[src/logic/rtc_unused_placeholder_none.sv]
// intentionally empty design unit list terminator
`timescale 1ns/10ps
`default_nettype none
`default_nettype wire

[src/shared/rtc_pkg.sv]
// shared constants of the periodic wakeup timer
package rtc_pkg;
  // ==========
  // register byte offsets
  localparam logic [3:0] OFF_PROT  = 4'h0;
  localparam logic [3:0] OFF_CTRL  = 4'h4;
  localparam logic [3:0] OFF_FLAGS = 4'h8;
  localparam logic [3:0] OFF_COUNT = 4'hC;
  // ==========
  // access_protection fields
  localparam int PROT_SUP_BIT = 0;
  // ==========
  // timer_control fields
  localparam int CTL_CNT_EN  = 31;
  localparam int CTL_MIE     = 30;
  localparam int CTL_FRZ     = 29;
  localparam int CTL_ROV_EN  = 28;
  localparam int CTL_MVAL_HI = 27;
  localparam int CTL_MVAL_LO = 16;
  localparam int CTL_PER_EN  = 15;
  localparam int CTL_PIE     = 14;
  localparam int CTL_SEL_HI  = 13;
  localparam int CTL_SEL_LO  = 12;
  localparam int CTL_D512    = 11;
  localparam int CTL_D32     = 10;
  localparam int CTL_PVAL_HI = 9;
  localparam int CTL_PVAL_LO = 0;
  // ==========
  // event_flags fields
  localparam int FLG_MATCH = 2;
  localparam int FLG_PER   = 1;
  localparam int FLG_ROV   = 0;
  // ==========
  // reset values and match window
  localparam logic [31:0] CTRL_RST  = 32'h0000_0000;
  localparam logic        PROT_RST  = 1'b0;
  localparam int          MWIN_LO   = 10;
  localparam int          MWIN_HI   = 21;
  localparam logic [31:0] CNT_MAX   = 32'hFFFF_FFFF;
  // ==========
  // clock source codes and divider ratios
  localparam logic [1:0] SRC_SLOW_XTAL = 2'h0;
  localparam logic [1:0] SRC_SLOW_RC   = 2'h1;
  localparam logic [1:0] SRC_FAST_RC   = 2'h2;
  localparam logic [1:0] SRC_FAST_XTAL = 2'h3;
  localparam int         DIV_A         = 512;
  localparam int         DIV_B         = 32;
  // ==========
  // periodic engine states
  typedef enum logic [1:0] {PW_IDLE, PW_SYNC, PW_RUN} rtc_pw_e;
endpackage

[src/logic/rtc_prescaler.sv]
// clock source selection and optional dividers
`timescale 1ns/10ps
`default_nettype none
module rtc_prescaler (
  // clock and reset
  input  wire logic       clock,
  input  wire logic       resetn,
  // configuration
  input  wire logic       enable,
  input  wire logic [1:0] sel,
  input  wire logic       div_a_en,
  input  wire logic       div_b_en,
  // source ticks
  input  wire logic       slow_crystal_osc,
  input  wire logic       slow_internal_rc,
  input  wire logic       fast_internal_rc,
  input  wire logic       fast_crystal_osc,
  // counter tick
  output logic            tick_q
);
  import rtc_pkg::*;

  logic       raw;
  logic       ta;
  logic       tb;
  logic [8:0] ca_q;
  logic [4:0] cb_q;

  function automatic logic at_end(input logic [8:0] c, input int n);
    at_end = (c == 9'(n - 1));
  endfunction

  // ==========
  // source mux
  always_comb begin
    case (sel)
      SRC_SLOW_XTAL: raw = slow_crystal_osc;
      SRC_SLOW_RC:   raw = slow_internal_rc;
      SRC_FAST_RC:   raw = fast_internal_rc;
      default:       raw = fast_crystal_osc;
    endcase
  end

  // ==========
  // dividers
  assign ta = raw & (!div_a_en | at_end(ca_q, DIV_A));
  assign tb = ta & (!div_b_en | at_end({4'h0, cb_q}, DIV_B));

  always_ff @(posedge clock) begin
    if (!resetn || !enable) begin
      ca_q <= '0;
    end else if (raw && div_a_en) begin
      ca_q <= ca_q + 9'h1;
    end
  end

  always_ff @(posedge clock) begin
    if (!resetn || !enable) begin
      cb_q <= '0;
    end else if (ta && div_b_en) begin
      cb_q <= cb_q + 5'h1;
    end
  end

  always_ff @(posedge clock) begin
    if (!resetn || !enable) begin
      tick_q <= 1'b0;
    end else begin
      tick_q <= tb;
    end
  end
endmodule // rtc_prescaler
`default_nettype wire

[src/logic/rtc_periodic.sv]
// periodic wakeup engine with offset target
`timescale 1ns/10ps
`default_nettype none
module rtc_periodic #(
  parameter int IW = 10
) (
  // clock and reset
  input  wire logic          clock,
  input  wire logic          resetn,
  // control
  input  wire logic          run,
  input  wire logic          tick,
  input  wire logic [31:0]   cnt,
  input  wire logic [IW-1:0] interval,
  // event
  output logic               event_q
);
  import rtc_pkg::*;

  rtc_pw_e       st_q;
  logic [IW-1:0] iv_q;
  logic [31:0]   tgt_q;

  // ==========
  // interval sync, target and event
  always_ff @(posedge clock) begin
    event_q <= 1'b0;
    if (!resetn || !run) begin
      st_q  <= PW_IDLE;
      iv_q  <= '0;
      tgt_q <= '0;
    end else if (tick) begin
      case (st_q)
        PW_IDLE: begin
          if (interval != '0) begin
            iv_q <= interval;
            st_q <= PW_SYNC;
          end
        end
        PW_SYNC: begin
          tgt_q <= cnt + 32'(iv_q);
          st_q  <= PW_RUN;
        end
        default: begin
          if (cnt == tgt_q) begin
            event_q <= 1'b1;
            tgt_q   <= tgt_q + 32'(iv_q) + 32'h1;
          end
        end
      endcase
    end
  end
endmodule // rtc_periodic
`default_nettype wire

[src/logic/rtc_timer.sv]
// wakeup timer top: counter, compare, flags, registers
`timescale 1ns/10ps
`default_nettype none
module rtc_timer (
  // clock and power-on reset
  input  wire logic                 clock,
  input  wire logic                 resetn,
  // register port
  input  wire logic [3:0]           addr,
  input  wire logic [31:0]          wdata,
  input  wire logic                 wr_stb,
  input  wire logic                 rd_stb,
  input  wire logic                 supervisor,
  output logic [31:0]               rdata_q,
  output logic                      access_err_q,
  // counter clock source ticks
  input  wire logic                 slow_crystal_osc,
  input  wire logic                 slow_internal_rc,
  input  wire logic                 fast_internal_rc,
  input  wire logic                 fast_crystal_osc,
  // device modes
  input  wire logic                 debug_mode,
  input  wire logic                 low_power_mode,
  // requests
  output logic                      match_irq_q,
  output logic                      periodic_irq_q,
  output logic                      wakeup_req_q
);
  import rtc_pkg::*;

  // ==========
  // state
  logic        supervisor_only_q;
  logic        counter_enable_q;
  logic        match_irq_enable_q;
  logic        debug_freeze_enable_q;
  logic        rollover_enable_q;
  logic [11:0] match_value_q;
  logic        periodic_enable_q;
  logic        periodic_irq_enable_q;
  logic [1:0]  clock_select_q;
  logic        div_by_512_enable_q;
  logic        div_by_32_enable_q;
  logic [9:0]  periodic_interval_q;
  logic        match_flag_q;
  logic        periodic_flag_q;
  logic        rollover_flag_q;
  logic [31:0] cnt_q;
  logic [31:0] cnt_rd_q;
  logic        match_prev_q;
  logic        match_pend_q;
  logic        per_pend_q;

  // ==========
  // combinational
  logic        tick;
  logic        tick_run;
  logic        per_ev;
  logic        match_hit;
  logic        match_ev;
  logic        rov_ev;
  logic        match_set;
  logic        per_set;
  logic        wr_ok;
  logic        rd_ok;
  logic        wr_ctrl;
  logic        wr_flags;
  logic [31:0] ctrl_word;
  logic [31:0] flag_word;

  // ==========
  // access decode
  function automatic logic allowed(input logic [3:0] a, input logic sup,
                                   input logic prot, input logic lp);
    if (lp || a[1:0] != 2'h0) begin
      allowed = 1'b0;
    end else if (a == OFF_PROT) begin
      allowed = sup;
    end else begin
      allowed = sup || !prot;
    end
  endfunction

  assign wr_ok    = wr_stb && allowed(addr, supervisor, supervisor_only_q, low_power_mode);
  assign rd_ok    = rd_stb && allowed(addr, supervisor, supervisor_only_q, low_power_mode);
  assign wr_ctrl  = wr_ok && addr == OFF_CTRL;
  assign wr_flags = wr_ok && addr == OFF_FLAGS;

  always_comb begin
    ctrl_word = '0;
    ctrl_word[CTL_CNT_EN]              = counter_enable_q;
    ctrl_word[CTL_MIE]                 = match_irq_enable_q;
    ctrl_word[CTL_FRZ]                 = debug_freeze_enable_q;
    ctrl_word[CTL_ROV_EN]              = rollover_enable_q;
    ctrl_word[CTL_MVAL_HI:CTL_MVAL_LO] = match_value_q;
    ctrl_word[CTL_PER_EN]              = periodic_enable_q;
    ctrl_word[CTL_PIE]                 = periodic_irq_enable_q;
    ctrl_word[CTL_SEL_HI:CTL_SEL_LO]   = clock_select_q;
    ctrl_word[CTL_D512]                = div_by_512_enable_q;
    ctrl_word[CTL_D32]                 = div_by_32_enable_q;
    ctrl_word[CTL_PVAL_HI:CTL_PVAL_LO] = periodic_interval_q;
  end

  always_comb begin
    flag_word            = '0;
    flag_word[FLG_MATCH] = match_flag_q;
    flag_word[FLG_PER]   = periodic_flag_q;
    flag_word[FLG_ROV]   = rollover_flag_q;
  end

  // ==========
  // configuration registers, power-on reset only
  always_ff @(posedge clock) begin
    if (!resetn) begin
      supervisor_only_q <= PROT_RST;
    end else if (wr_ok && addr == OFF_PROT) begin
      supervisor_only_q <= wdata[PROT_SUP_BIT];
    end
  end

  always_ff @(posedge clock) begin
    if (!resetn) begin
      counter_enable_q      <= CTRL_RST[CTL_CNT_EN];
      match_irq_enable_q    <= CTRL_RST[CTL_MIE];
      debug_freeze_enable_q <= CTRL_RST[CTL_FRZ];
      rollover_enable_q     <= CTRL_RST[CTL_ROV_EN];
      match_value_q         <= CTRL_RST[CTL_MVAL_HI:CTL_MVAL_LO];
      periodic_enable_q     <= CTRL_RST[CTL_PER_EN];
      periodic_irq_enable_q <= CTRL_RST[CTL_PIE];
      clock_select_q        <= CTRL_RST[CTL_SEL_HI:CTL_SEL_LO];
      div_by_512_enable_q   <= CTRL_RST[CTL_D512];
      div_by_32_enable_q    <= CTRL_RST[CTL_D32];
      periodic_interval_q   <= CTRL_RST[CTL_PVAL_HI:CTL_PVAL_LO];
    end else if (wr_ctrl) begin
      counter_enable_q      <= wdata[CTL_CNT_EN];
      match_irq_enable_q    <= wdata[CTL_MIE];
      debug_freeze_enable_q <= wdata[CTL_FRZ];
      rollover_enable_q     <= wdata[CTL_ROV_EN];
      match_value_q         <= wdata[CTL_MVAL_HI:CTL_MVAL_LO];
      periodic_enable_q     <= wdata[CTL_PER_EN];
      periodic_irq_enable_q <= wdata[CTL_PIE];
      // source, dividers and interval are expected stable while running
      clock_select_q        <= wdata[CTL_SEL_HI:CTL_SEL_LO];
      div_by_512_enable_q   <= wdata[CTL_D512];
      div_by_32_enable_q    <= wdata[CTL_D32];
      periodic_interval_q   <= wdata[CTL_PVAL_HI:CTL_PVAL_LO];
    end
  end

  // ==========
  // tick generation and periodic engine
  rtc_prescaler u_presc (
    .clock            (clock),
    .resetn           (resetn),
    .enable           (counter_enable_q),
    .sel              (clock_select_q),
    .div_a_en         (div_by_512_enable_q),
    .div_b_en         (div_by_32_enable_q),
    .slow_crystal_osc (slow_crystal_osc),
    .slow_internal_rc (slow_internal_rc),
    .fast_internal_rc (fast_internal_rc),
    .fast_crystal_osc (fast_crystal_osc),
    .tick_q           (tick)
  );

  assign tick_run = tick && !(debug_mode && debug_freeze_enable_q);

  rtc_periodic #(.IW(10)) u_per (
    .clock    (clock),
    .resetn   (resetn),
    .run      (counter_enable_q && periodic_enable_q),
    .tick     (tick_run),
    .cnt      (cnt_q),
    .interval (periodic_interval_q),
    .event_q  (per_ev)
  );

  // ==========
  // free-running counter
  always_ff @(posedge clock) begin
    if (!resetn || !counter_enable_q) begin
      cnt_q <= '0;
    end else if (tick_run) begin
      cnt_q <= cnt_q + 32'h1;
    end
  end

  // read copy, lags the live count by one cycle at most
  always_ff @(posedge clock) begin
    if (!resetn) begin
      cnt_rd_q <= '0;
    end else begin
      cnt_rd_q <= cnt_q;
    end
  end

  // ==========
  // match and rollover detection
  assign match_hit = counter_enable_q && cnt_q[MWIN_HI:MWIN_LO] == match_value_q;
  assign match_ev  = match_hit && !match_prev_q;
  assign rov_ev    = tick_run && cnt_q == CNT_MAX;

  always_ff @(posedge clock) begin
    if (!resetn || !counter_enable_q) begin
      match_prev_q <= 1'b0;
    end else begin
      match_prev_q <= match_hit;
    end
  end

  // low power match and periodic events flag one cycle after their wakeup
  always_ff @(posedge clock) begin
    if (!resetn || !counter_enable_q) begin
      match_pend_q <= 1'b0;
      per_pend_q   <= 1'b0;
    end else begin
      match_pend_q <= match_ev && low_power_mode;
      per_pend_q   <= per_ev && low_power_mode;
    end
  end

  assign match_set = (match_ev && !low_power_mode) || match_pend_q;
  assign per_set   = (per_ev && !low_power_mode) || per_pend_q;

  // ==========
  // sticky flags, set wins over clear
  always_ff @(posedge clock) begin
    if (!resetn) begin
      match_flag_q <= 1'b0;
    end else if (match_set) begin
      match_flag_q <= 1'b1;
    end else if (wr_flags && wdata[FLG_MATCH]) begin
      match_flag_q <= 1'b0;
    end
  end

  always_ff @(posedge clock) begin
    if (!resetn) begin
      periodic_flag_q <= 1'b0;
    end else if (per_set) begin
      periodic_flag_q <= 1'b1;
    end else if (wr_flags && wdata[FLG_PER]) begin
      periodic_flag_q <= 1'b0;
    end
  end

  always_ff @(posedge clock) begin
    if (!resetn) begin
      rollover_flag_q <= 1'b0;
    end else if (rov_ev) begin
      rollover_flag_q <= 1'b1;
    end else if (wr_flags && wdata[FLG_ROV]) begin
      rollover_flag_q <= 1'b0;
    end
  end

  // ==========
  // requests
  always_ff @(posedge clock) begin
    if (!resetn) begin
      wakeup_req_q <= 1'b0;
    end else begin
      wakeup_req_q <= match_ev || per_ev || (rov_ev && rollover_enable_q);
    end
  end

  always_ff @(posedge clock) begin
    if (!resetn) begin
      match_irq_q <= 1'b0;
    end else begin
      match_irq_q <= match_irq_enable_q && (match_flag_q || (rollover_flag_q && rollover_enable_q));
    end
  end

  always_ff @(posedge clock) begin
    if (!resetn) begin
      periodic_irq_q <= 1'b0;
    end else begin
      periodic_irq_q <= periodic_irq_enable_q && periodic_flag_q;
    end
  end

  // ==========
  // register read port
  always_ff @(posedge clock) begin
    if (!resetn) begin
      rdata_q <= '0;
    end else if (!rd_ok) begin
      rdata_q <= '0;
    end else if (addr == OFF_PROT) begin
      rdata_q <= {31'h0, supervisor_only_q};
    end else if (addr == OFF_CTRL) begin
      rdata_q <= ctrl_word;
    end else if (addr == OFF_FLAGS) begin
      rdata_q <= flag_word;
    end else begin
      rdata_q <= cnt_rd_q;
    end
  end

  always_ff @(posedge clock) begin
    if (!resetn) begin
      access_err_q <= 1'b0;
    end else begin
      access_err_q <= (wr_stb && !wr_ok) || (rd_stb && !rd_ok);
    end
  end
endmodule // rtc_timer
`default_nettype wire

[config.mk]
export PLATFORM = sky130hd
export DESIGN_NAME = rtc_timer
export DESIGN_NICKNAME = d
export VERILOG_FILES = /design/src/logic/rtc_unused_placeholder_none.sv /design/src/shared/rtc_pkg.sv /design/src/logic/rtc_prescaler.sv /design/src/logic/rtc_periodic.sv /design/src/logic/rtc_timer.sv
export SDC_FILE = /design/constraint.sdc
export NUM_CORES = 1
export LEC_CHECK = 0
export ABC_AREA = 1
export CORE_ASPECT_RATIO = 0.6
export CORE_MARGIN = 2
export CORE_UTILIZATION = 60
export DETAILED_ROUTE_END_ITERATION = 7
export DONT_BUFFER_PORTS = 1
export HOLD_SLACK_MARGIN = 0.05
export PLACE_DENSITY_LB_ADDON = 0.15
export SYNTH_ARGS = -nofsm -noshare
export SYNTH_HDL_FRONTEND = slang
export SYNTH_HIERARCHICAL = 1
export SYNTH_SLANG_ARGS = --single-unit
[constraint.sdc]
create_clock -name clock -period 5.1 [get_ports clock]
set_input_delay 0.51 -clock clock [delete_from_list [all_inputs] [get_ports clock]]
set_output_delay 0.51 -clock clock [all_outputs]
set_load 0.03 [all_outputs]
==> qor.yml, run 1 <==
timing:
  setup_violations: 0
  worst_pin_slew_ns: 1.21
  relSlewSlack: 0.191
  skew_ns: 0.0112
  maxSlewViolCount: 0
  rsz0062_at_grt: "false"
  post-route-period-util: 0.570
  finalSetupTns_ns: 0
  fmax_mhz: 344
  finalHoldViolations: 0
  period_minus_slack_ns: 2.91
logic_synthesis:
  ys_async_sr_fraction: 0
  synthCells: 1813
  synth_area_sq_um: 11500
  yosysUniqueCellTypes: 46
  ys.flop_type: "dfxtp_1"
  synth_edf_count: 0
  synth_area_per_cell_sq_um: 6.32
  ys_ff_latch: 199
  yosysWarnings: 6
  syn_nets: 1887
  yosysSeqAreaShare: 0.348
critical_path:
  startpoint_type: "register"
  slowest_delay_ns: 0.75
  crit_type: "register to register"
  path_cells: "inv_1 -> nand2_1 -> o211ai_1 -> nor2_1 -> nand3_2 -> o21ai_4 -> inv_4 -> nand2_1 -> a21oi_1"
  cpMostUsedCell: "nand2_1"
  arrival_ns: 3.20
  end_kind: "register"
  worst-path-max-fanout: 37
  r2r_slack_ns: 2.19
  reg2reg_depth: 9
  required_ns: 5.40
  timing.rr.start: "cnt_q[21]"
  r2r-end: "u_per/tgt_q[26]"
  crit_slowest_cell: "o21ai_4"
min_path:
  hold_path_depth: 2
  hold_path_class: "input pin to register"
  hold_path_startpoint: "resetn"
  min_to: "cnt_rd_q[13]"
die:
  initial_core_util: 0.607
  io_pins: 83
  rows: 39
  die_x_um: 182
  die-area_sq_um: 20300
  die_h_um: 111
  core_area_sq_um: 18900
drt:
  drc_errors: 0
  dr.pass1.iters: 7
  wirelength_um: 35900
  wl_per_cell_um: 17.5
  drt_iter0_drc: 1678
  ant_nets: 0
  viasPerCell: 5.79
  vias: 11800
cts:
  cts_resized: 0
  hold_buffers: 0
  htree_num_levels: 4
  post_cts_buffers: 0
  path_clk_slew_ns: 0.08
  cts_tree: "done"
  insertion_delay_ns: 0.44
  clockBufferDepth: 2
  cts-root-buf: "clkbuf_16"
  cts_sinks: 199
  cts_buffers: 17
global_routing:
  grt_pass1_wl_um: 56300
  antenna_found_initial: 1
  grt_usage: 0.355
  grt_max_degree: 70
  grt-ovfl-total: 0
  grt_pass1_vias: 10400
cells_and_area:
  fill_cells: 1777
  final_layout_size_suffix_gt1_frac: 0.0439
  seqCellArea_sq_um: 3980
  final_cell_area_sq_um: 12100
  layout_commonest_cell: "nand2_1"
  final_util: 0.643
  syn2layout_area_growth_pct: 5.96
  layout_common_cells: "nand2_1, inv_1, nor2_1"
  nets: 1860
  multiInputGateArea_sq_um: 6230
place:
  post_dp_cell_area_sq_um: 11500
  io_buffer_count: 0
  dpl.hpwl_um: 26600
  gp_congestion: 1.02
power_and_ir_drop:
  seqPwrFrac: 0.527
  power_frac_clock: 0.461
  p_sw_frac: 0.235
  p_leak_uw: 0.00522
  p_per_area_nw_per_um2: 243
  ir_drop_mv: 0.246
  pwr-share-comb: 0.012
  p_switching_uw: 696
  internal_power_uw: 2260
status:
  status: "finished, final reports clean"
job:
  cap_violations: 0
-- registers in the layout, indices dropped and copies added (netlist names), 2 cells and up --
| register | count |
|---|---|
| periodic_interval_q | 10 |
| u_presc/cb_q | 5 |
| rdata_q | 32 |
| cnt_rd_q | 32 |
| clock_select_q | 2 |
| u_per/tgt_q | 32 |
| u_per/iv_q | 10 |
| cnt_q | 32 |
| u_presc/ca_q | 9 |
| match_value_q | 12 |
| u_per/st_q | 2 |
-- synth_stat cells (2+ instances only) --
| library cell | instances | share of area |
|---|---|---|
| nand2_1 | 505 | 0.17 |
| inv_1 | 256 | 0.084 |
| nor2_1 | 207 | 0.068 |
| dfxtp_1 | 199 | 0.35 |
| a21oi_1 | 136 | 0.059 |
| nand3_1 | 131 | 0.057 |
| o21ai_0 | 109 | 0.048 |
| nor3_1 | 32 | 0.014 |
| clkbuf_1 | 30 | 0.0098 |
| nand4_1 | 30 | 0.016 |
| a211oi_1 | 29 | 0.019 |
| ha_1 | 25 | 0.027 |
| xor2_1 | 23 | 0.018 |
| buf_2 | 10 | 0.0044 |
| inv_2 | 9 | 0.0029 |
| nor2_2 | 7 | 0.0038 |
| buf_6 | 6 | 0.0059 |
| o21ai_1 | 5 | 0.0022 |
| or2_2 | 5 | 0.0027 |
| and2_1 | 4 | 0.0022 |
| nor3_2 | 4 | 0.0035 |
| nor4_1 | 4 | 0.0022 |
| o211ai_1 | 4 | 0.0026 |
| o21a_1 | 4 | 0.0026 |
| xnor2_1 | 4 | 0.0031 |
| clkbuf_2 | 3 | 0.0013 |
| nand2_2 | 3 | 0.0016 |
| nand3_2 | 3 | 0.0026 |
| nor2_4 | 3 | 0.0029 |
| fa_1 | 2 | 0.0035 |
| nand2_4 | 2 | 0.0020 |
| nand3b_1 | 2 | 0.0013 |
| nor3_4 | 2 | 0.0028 |
| nor3b_1 | 2 | 0.0013 |
| o22ai_1 | 2 | 0.0011 |
-- power groups by stage --
stage               registers, uW  logic, uW  clock network (uW)
finish                       1560       35.2                1360
global route                 1560       39.8                1450
CTS                          1560       34.7                1370
detailed placement           1590       34.3                   0
global placement             1590       33.1                   0
floorplan                    1590       33.2                   0
-- stage by stage --
stage | std cells | hold slack (ns) | worst slack [ns] | power, uW
floorplan | 1813 | 0.399 | 2.98 | 1630
global placement | 2013 | 0.408 | 2.20 | 1630
detailed placement | 2013 | 0.425 | 2.07 | 1630
CTS | 2045 | 0.164 | 2.33 | 2960
global route | 2045 | 0.171 | 1.96 | 3040
finish | 2047 | 0.195 | 2.19 | 2960
-- metal layers --
layer | global-route usage | wire length [um]
met5 | 0 | 0
met1 | 0.559 | 16700
met3 | 0.0966 | 4900
met2 | 0.478 | 14000
met4 | 0.0688 | 291
-- worst max path at each step --
stage | startpoint | to | depth (start not counted)
after detailed placement | addr[1] | match_irq_enable_q | 6
after global routing | debug_freeze_enable_q | u_per/tgt_q[15] | 12
after floorplan | debug_mode | u_per/tgt_q[10] | 13
after CTS | debug_freeze_enable_q | u_per/tgt_q[15] | 12
final | cnt_q[21] | u_per/tgt_q[26] | 9
after global placement | debug_mode | u_per/tgt_q[25] | 12
-- logic make-up (layout without fill, tap and decap cells) --
logic type / count (synthesis) / count (layout) / synth area share
simple gates: 951 / 951 / 0.354
buf+inv: 316 / 302 / 0.109
compound gates: 293 / 293 / 0.138
flops: 199 / 199 / 0.348
fa+ha+maj: 27 / 27 / 0.0308
xor+xnor: 27 / 27 / 0.0206
other cells: 0 / 2 / 0
-- worst max-delay path, delay by kind of cell, from the launching register on --
| family | cells | cell delay [ns] |
|---|---|---|
| AOI/OAI and AO/OA | 3 | 0.98 |
| buffers and inverters | 2 | 0.46 |
| DFF | 1 | 0.74 |
| and+or+nand+nor | 4 | 0.55 |
-- cell type report --
| class | count | share of cell area |
|---|---|---|
| multi-input cells | 1298 | 0.513 |
| flip-flops and latches | 199 | 0.328 |
| inverters | 267 | 0.0827 |
| clock buffers | 17 | 0.0350 |
| well taps | 246 | 0.0253 |
| clock inverters | 15 | 0.0136 |
| repair buffers | 3 | 0.00185 |
| diodes | 2 | 0.000412 |
Power figures use the tool's default switching activity.
==> run 2: changes to the inputs <==
clock period = 2.7 ns   (was 5.1 ns; I/O delays follow)
==> qor.yml, run 2 (same netlist as run 1, synthesis figures left out) <==
critical_path:
  slowest_delay_ns: 0.60
  cp_num_buf_inv: 3
  required_ns: 3.03
  cpMostUsedCell: "nor2_1"
  worst-path-max-fanout: 12
  r2r-end: "u_per/iv_q[7]"
  critPathCapture: "u_per/iv_q[7]"
  path_cells: "nand2_1 -> nand2_1 -> clkinv_1 -> buf_4 -> nand3_1 -> nor2_1 -> inv_1 -> nor2_1 -> nor2_1"
  r2r_slack_ns: 0.24
  crit_type: "register to register"
  critPathTopFamily: "simple AND/OR/NAND/NOR gates"
  arrival_ns: 2.79
  crit_slowest_cell: "nor2_1"
  crit_path_start: "debug_freeze_enable_q"
  crit_cells: 9
  end_kind: "register"
  startpoint_type: "register"
  reg2reg_depth: 9
  timing.rr.start: "debug_freeze_enable_q"
cells_and_area:
  syn2layout_area_growth_pct: 11.5
  layout_commonest_cell: "nand2_1"
  antennaDiodeCount: 0
  seqCellArea_sq_um: 3980
  multiInputGateArea_sq_um: 6230
  layout_common_cells: "nand2_1, inv_1, nor2_1"
  final_util: 0.677
  final_cell_area_sq_um: 12800
  nets: 1930
  final_layout_size_suffix_gt1_frac: 0.0626
  fill_cells: 1681
die:
  die_x_um: 182
  die-area_sq_um: 20300
  die_h_um: 111
  io_pins: 83
  core_area_sq_um: 18900
  rows: 39
  initial_core_util: 0.607
min_path:
  hold_path_class: "input pin to register"
power_and_ir_drop:
  p_switching_uw: 1330
  fin_total_pwr_uw: 5640
  seqPwrFrac: 0.522
  p_sw_frac: 0.235
  internal_power_uw: 4310
  ir_drop_mv: 0.447
  p_per_area_nw_per_um2: 441
  power_frac_clock: 0.455
  p_leak_uw: 0.00556
  pwr-share-comb: 0.023
global_routing:
  grt_usage: 0.377
  grt_max_degree: 65
  grt-ovfl-total: 0
  antenna_found_initial: 0
  grt_pass1_vias: 10700
  grt_pass1_wl_um: 59300
cts:
  cts_buffers: 17
  cts_resized: 0
  cts-root-buf: "clkbuf_16"
  cts_tree: "done"
  insertion_delay_ns: 0.46
  htree_num_levels: 4
  path_clk_slew_ns: 0.07
  cts_sinks: 199
  clockBufferDepth: 2
timing:
  maxSlewViolCount: 0
  period_minus_slack_ns: 2.46
  rsz0062_at_grt: "false"
  hold-worst-slack_ns: 0.0628
  post-route-period-util: 0.911
  finalSetupTns_ns: 0
  fmax_mhz: 406
  worst_pin_slew_ns: 0.748
  setup_violations: 0
  relSlewSlack: 0.500
  finalHoldViolations: 0
  skew_ns: 0.0193
drt:
  ant_nets: 0
  vias: 12100
  drc_errors: 0
  wirelength_um: 37800
  drt_iter0_drc: 1611
  wl_per_cell_um: 17.9
  dr.pass1.iters: 5
  viasPerCell: 5.74
place:
  io_buffer_count: 0
  post_dp_cell_area_sq_um: 11900
  gp_congestion: 1.13
  dpl.hpwl_um: 27500
job:
  cap_violations: 0
status:
  status: "finished, final reports clean"
[run 2: changes by cell type in the layout (fill, tap and decap cells not counted)]
cell	delta
buf_12	+2
clkbuf_8	+1
dlygate4sd3_1	+31
buf_4	+36
clkinv_4	-1
inv_6	-3
buf_16	+1
diode_2	-2
inv_8	+1
clkinv_8	-1
clkinvlp_4	+2
[run 2: through the flow]
step,std cells,worst slack [ns]
floorplan,1813,0.747
global route,2114,0.0202
detailed placement,2051,0.391
CTS,2114,0.319
finish,2114,0.239
global placement,2051,0.419
[run 2: how the worst min path moves through the flow]
| stage | startpoint | to | slack (ns) | depth (start not counted) |
|---|---|---|---|---|
| 6_report | wdata[26] | match_value_q[10] | 0.06 | 2 |
| 5_1_grt | wdata[27] | match_value_q[11] | 0.07 | 2 |
| 4_1_cts | wdata[26] | match_value_q[10] | 0.05 | 2 |
| 3_5_place_dp | resetn | cnt_rd_q[4] | 0.38 | 2 |
| 3_3_place_gp | resetn | match_flag_q | 0.38 | 2 |
| 2_1_floorplan | match_prev_q | match_pend_q | 0.40 | 1 |
[run 2: power groups by stage]
stage               sequential, uW  combinational (uW)  clock, uW
floorplan                     3010                62.8          0
global placement              3010                65.9          0
detailed placement            3010                66.9          0
CTS                           2940                 123       2580
global route                  2940                 140       2720
finish                        2940                 128       2570
[run 2: metal layers]
metal,vias up,global-route usage,wire length (um)
li1,5885,-,-
met1,5490,0.576,17400
met2,711,0.499,14600
met3,42,0.137,5260
met4,2,0.0656,444
met5,-,0.0350,94
[run 2: repair_timing]
item | 4_1_cts | 5_1_grt
hold buffers | 32 | 0
endpoints found under the hold margin | 68 | 0
setup endpoints to repair | 0 | 0
setup buffers | 0 | 0
[run 2: layout make-up]
type,instances,area share
clock buffer,18,0.0344
inverter,267,0.0786
tap,246,0.0241
timing repair buffer,73,0.0525
multi-input combinational,1298,0.488
clock inverter,13,0.0110
sequential,199,0.312
==> run 3: changes to the inputs <==
CORE_MARGIN = 4   (was 2)
PLACE_DENSITY = 0.76   (was not set)
PLACE_DENSITY_LB_ADDON = not set   (was 0.15)
==> qor.yml, run 3 (same netlist as run 1, synthesis figures left out) <==
place:
  pre_cts_ws_ns: 0.439
  io_buffer_count: 0
  gp_congestion: 1.05
  dpl.hpwl_um: 29300
timing:
  finalSetupTns_ns: 0
  setup_violations: 0
  skew_ns: 0.0151
  relSlewSlack: 0.587
  finalHoldViolations: 0
  hold-worst-slack_ns: 0.0558
  period_minus_slack_ns: 2.38
  maxSlewViolCount: 0
  worst_pin_slew_ns: 0.613
  fmax_mhz: 419
  rsz0062_at_grt: "false"
  setup_ws_ns: 0.316
  post-route-period-util: 0.883
cts:
  htree_num_levels: 4
  path_clk_slew_ns: 0.08
  post_cts_buffers: 0
  insertion_delay_ns: 0.45
  cts-root-buf: "clkbuf_16"
  cts_buffers: 17
  cts_sinks: 199
  cts_tree: "done"
  clockBufferDepth: 2
drt:
  drt_iter0_drc: 1711
  ant_nets: 0
  dr.pass1.iters: 8
  viasPerCell: 5.82
  wirelength_um: 39400
  wl_per_cell_um: 18.6
  drc_errors: 0
  vias: 12300
cells_and_area:
  final_layout_size_suffix_gt1_frac: 0.0677
  syn2layout_area_growth_pct: 11.9
  layout_common_cells: "nand2_1, inv_1, nor2_1"
  layout_commonest_cell: "nand2_1"
  nets: 1937
  antennaDiodeCount: 0
critical_path:
  arrival_ns: 2.72
  end_kind: "register"
  crit_type: "register to register"
  startpoint_type: "register"
  worst-path-max-fanout: 5
  required_ns: 3.04
die:
  io_pins: 83
  die-area_sq_um: 21400
  die_x_um: 186
  die_h_um: 115
  initial_core_util: 0.623
  core_area_sq_um: 18400
  rows: 38
global_routing:
  grt_pass1_vias: 11000
  antenna_found_initial: 1
  grt_usage: 0.360
  grt-ovfl-total: 0
  grt_pass1_wl_um: 61100
  grt_max_degree: 65
status:
  status: "finished, final reports clean"
power_and_ir_drop:
  p_per_area_nw_per_um2: 445
  ir_drop_mv: 0.462
  fin_total_pwr_uw: 5710
  p_leak_uw: 0.00561
min_path:
  hold_path_class: "input pin to register"
job:
  cap_violations: 0
## run 3: timing repair
| item | in CTS | in global routing |
|---|---|---|
| setup endpoints to repair | 0 | 0 |
| hold buffers | 29 | 0 |
| endpoints found under the hold margin | 68 | 0 |
| gates resized for setup | 0 | 0 |
## run 3: final cells by class
class / instances / area (sq um)
multi-input cells: 1298 / 6230
fillers: 1697 / 5570
flip-flops and latches: 199 / 3980
inverters: 267 / 1000
repair buffers: 80 / 716
clock buffers: 19 / 453
well taps: 240 / 300
clock inverters: 12 / 141
## run 3: path summary, 6_finish.rpt
check / start / endpoint / slack, ns / depth (start not counted)
max: u_per/iv_q[9] / u_per/tgt_q[13] / 0.32 / 13
min: wdata[16] / match_value_q[0] / 0.06 / 2
max reg2reg: u_per/iv_q[9] / u_per/tgt_q[13] / 0.32 / 13
min reg2reg: match_prev_q / match_pend_q / 0.44 / 1
## run 3: critical path, cell delays in order (launching register included)
cell and delay (ns):
dfxtp_1 0.37, ha_1 0.38, nand2_1 0.11, nor2_1 0.37, inv_1 0.10, nor3_1 0.21
buf_4 0.20, nand2_1 0.08, nand2_1 0.13, nand2_1 0.06, nand3_1 0.08, nand2_1 0.06
nor2_1 0.09, nor2_1 0.05
## run 3: routing by layer
layer,vias to the layer above,global-route usage,routed length [um]
li1,5894,-,-
met1,5637,0.544,18000
met2,733,0.491,15200
met3,50,0.132,5660
met4,4,0.0650,396
met5,-,0.0256,95
## run 3: report_power, final
group / internal (uW) / switching [uW] / total [uW]
registers: 2940 / 6.45 / 2940
clock network: 1430 / 1210 / 2640
logic: 52.6 / 73.7 / 126
total: 4410 / 1290 / 5710
## run 3: metrics by stage
step / instance area (sq um) / utilization / cells
6_report: 12800 / 0.697 / 2115
5_1_grt: 12800 / 0.697 / 2115
4_1_cts: 12800 / 0.697 / 2115
3_5_place_dp: 11900 / 0.648 / 2055
3_3_place_gp: 11900 / 0.648 / 2055
2_1_floorplan: 11500 / - / 1813
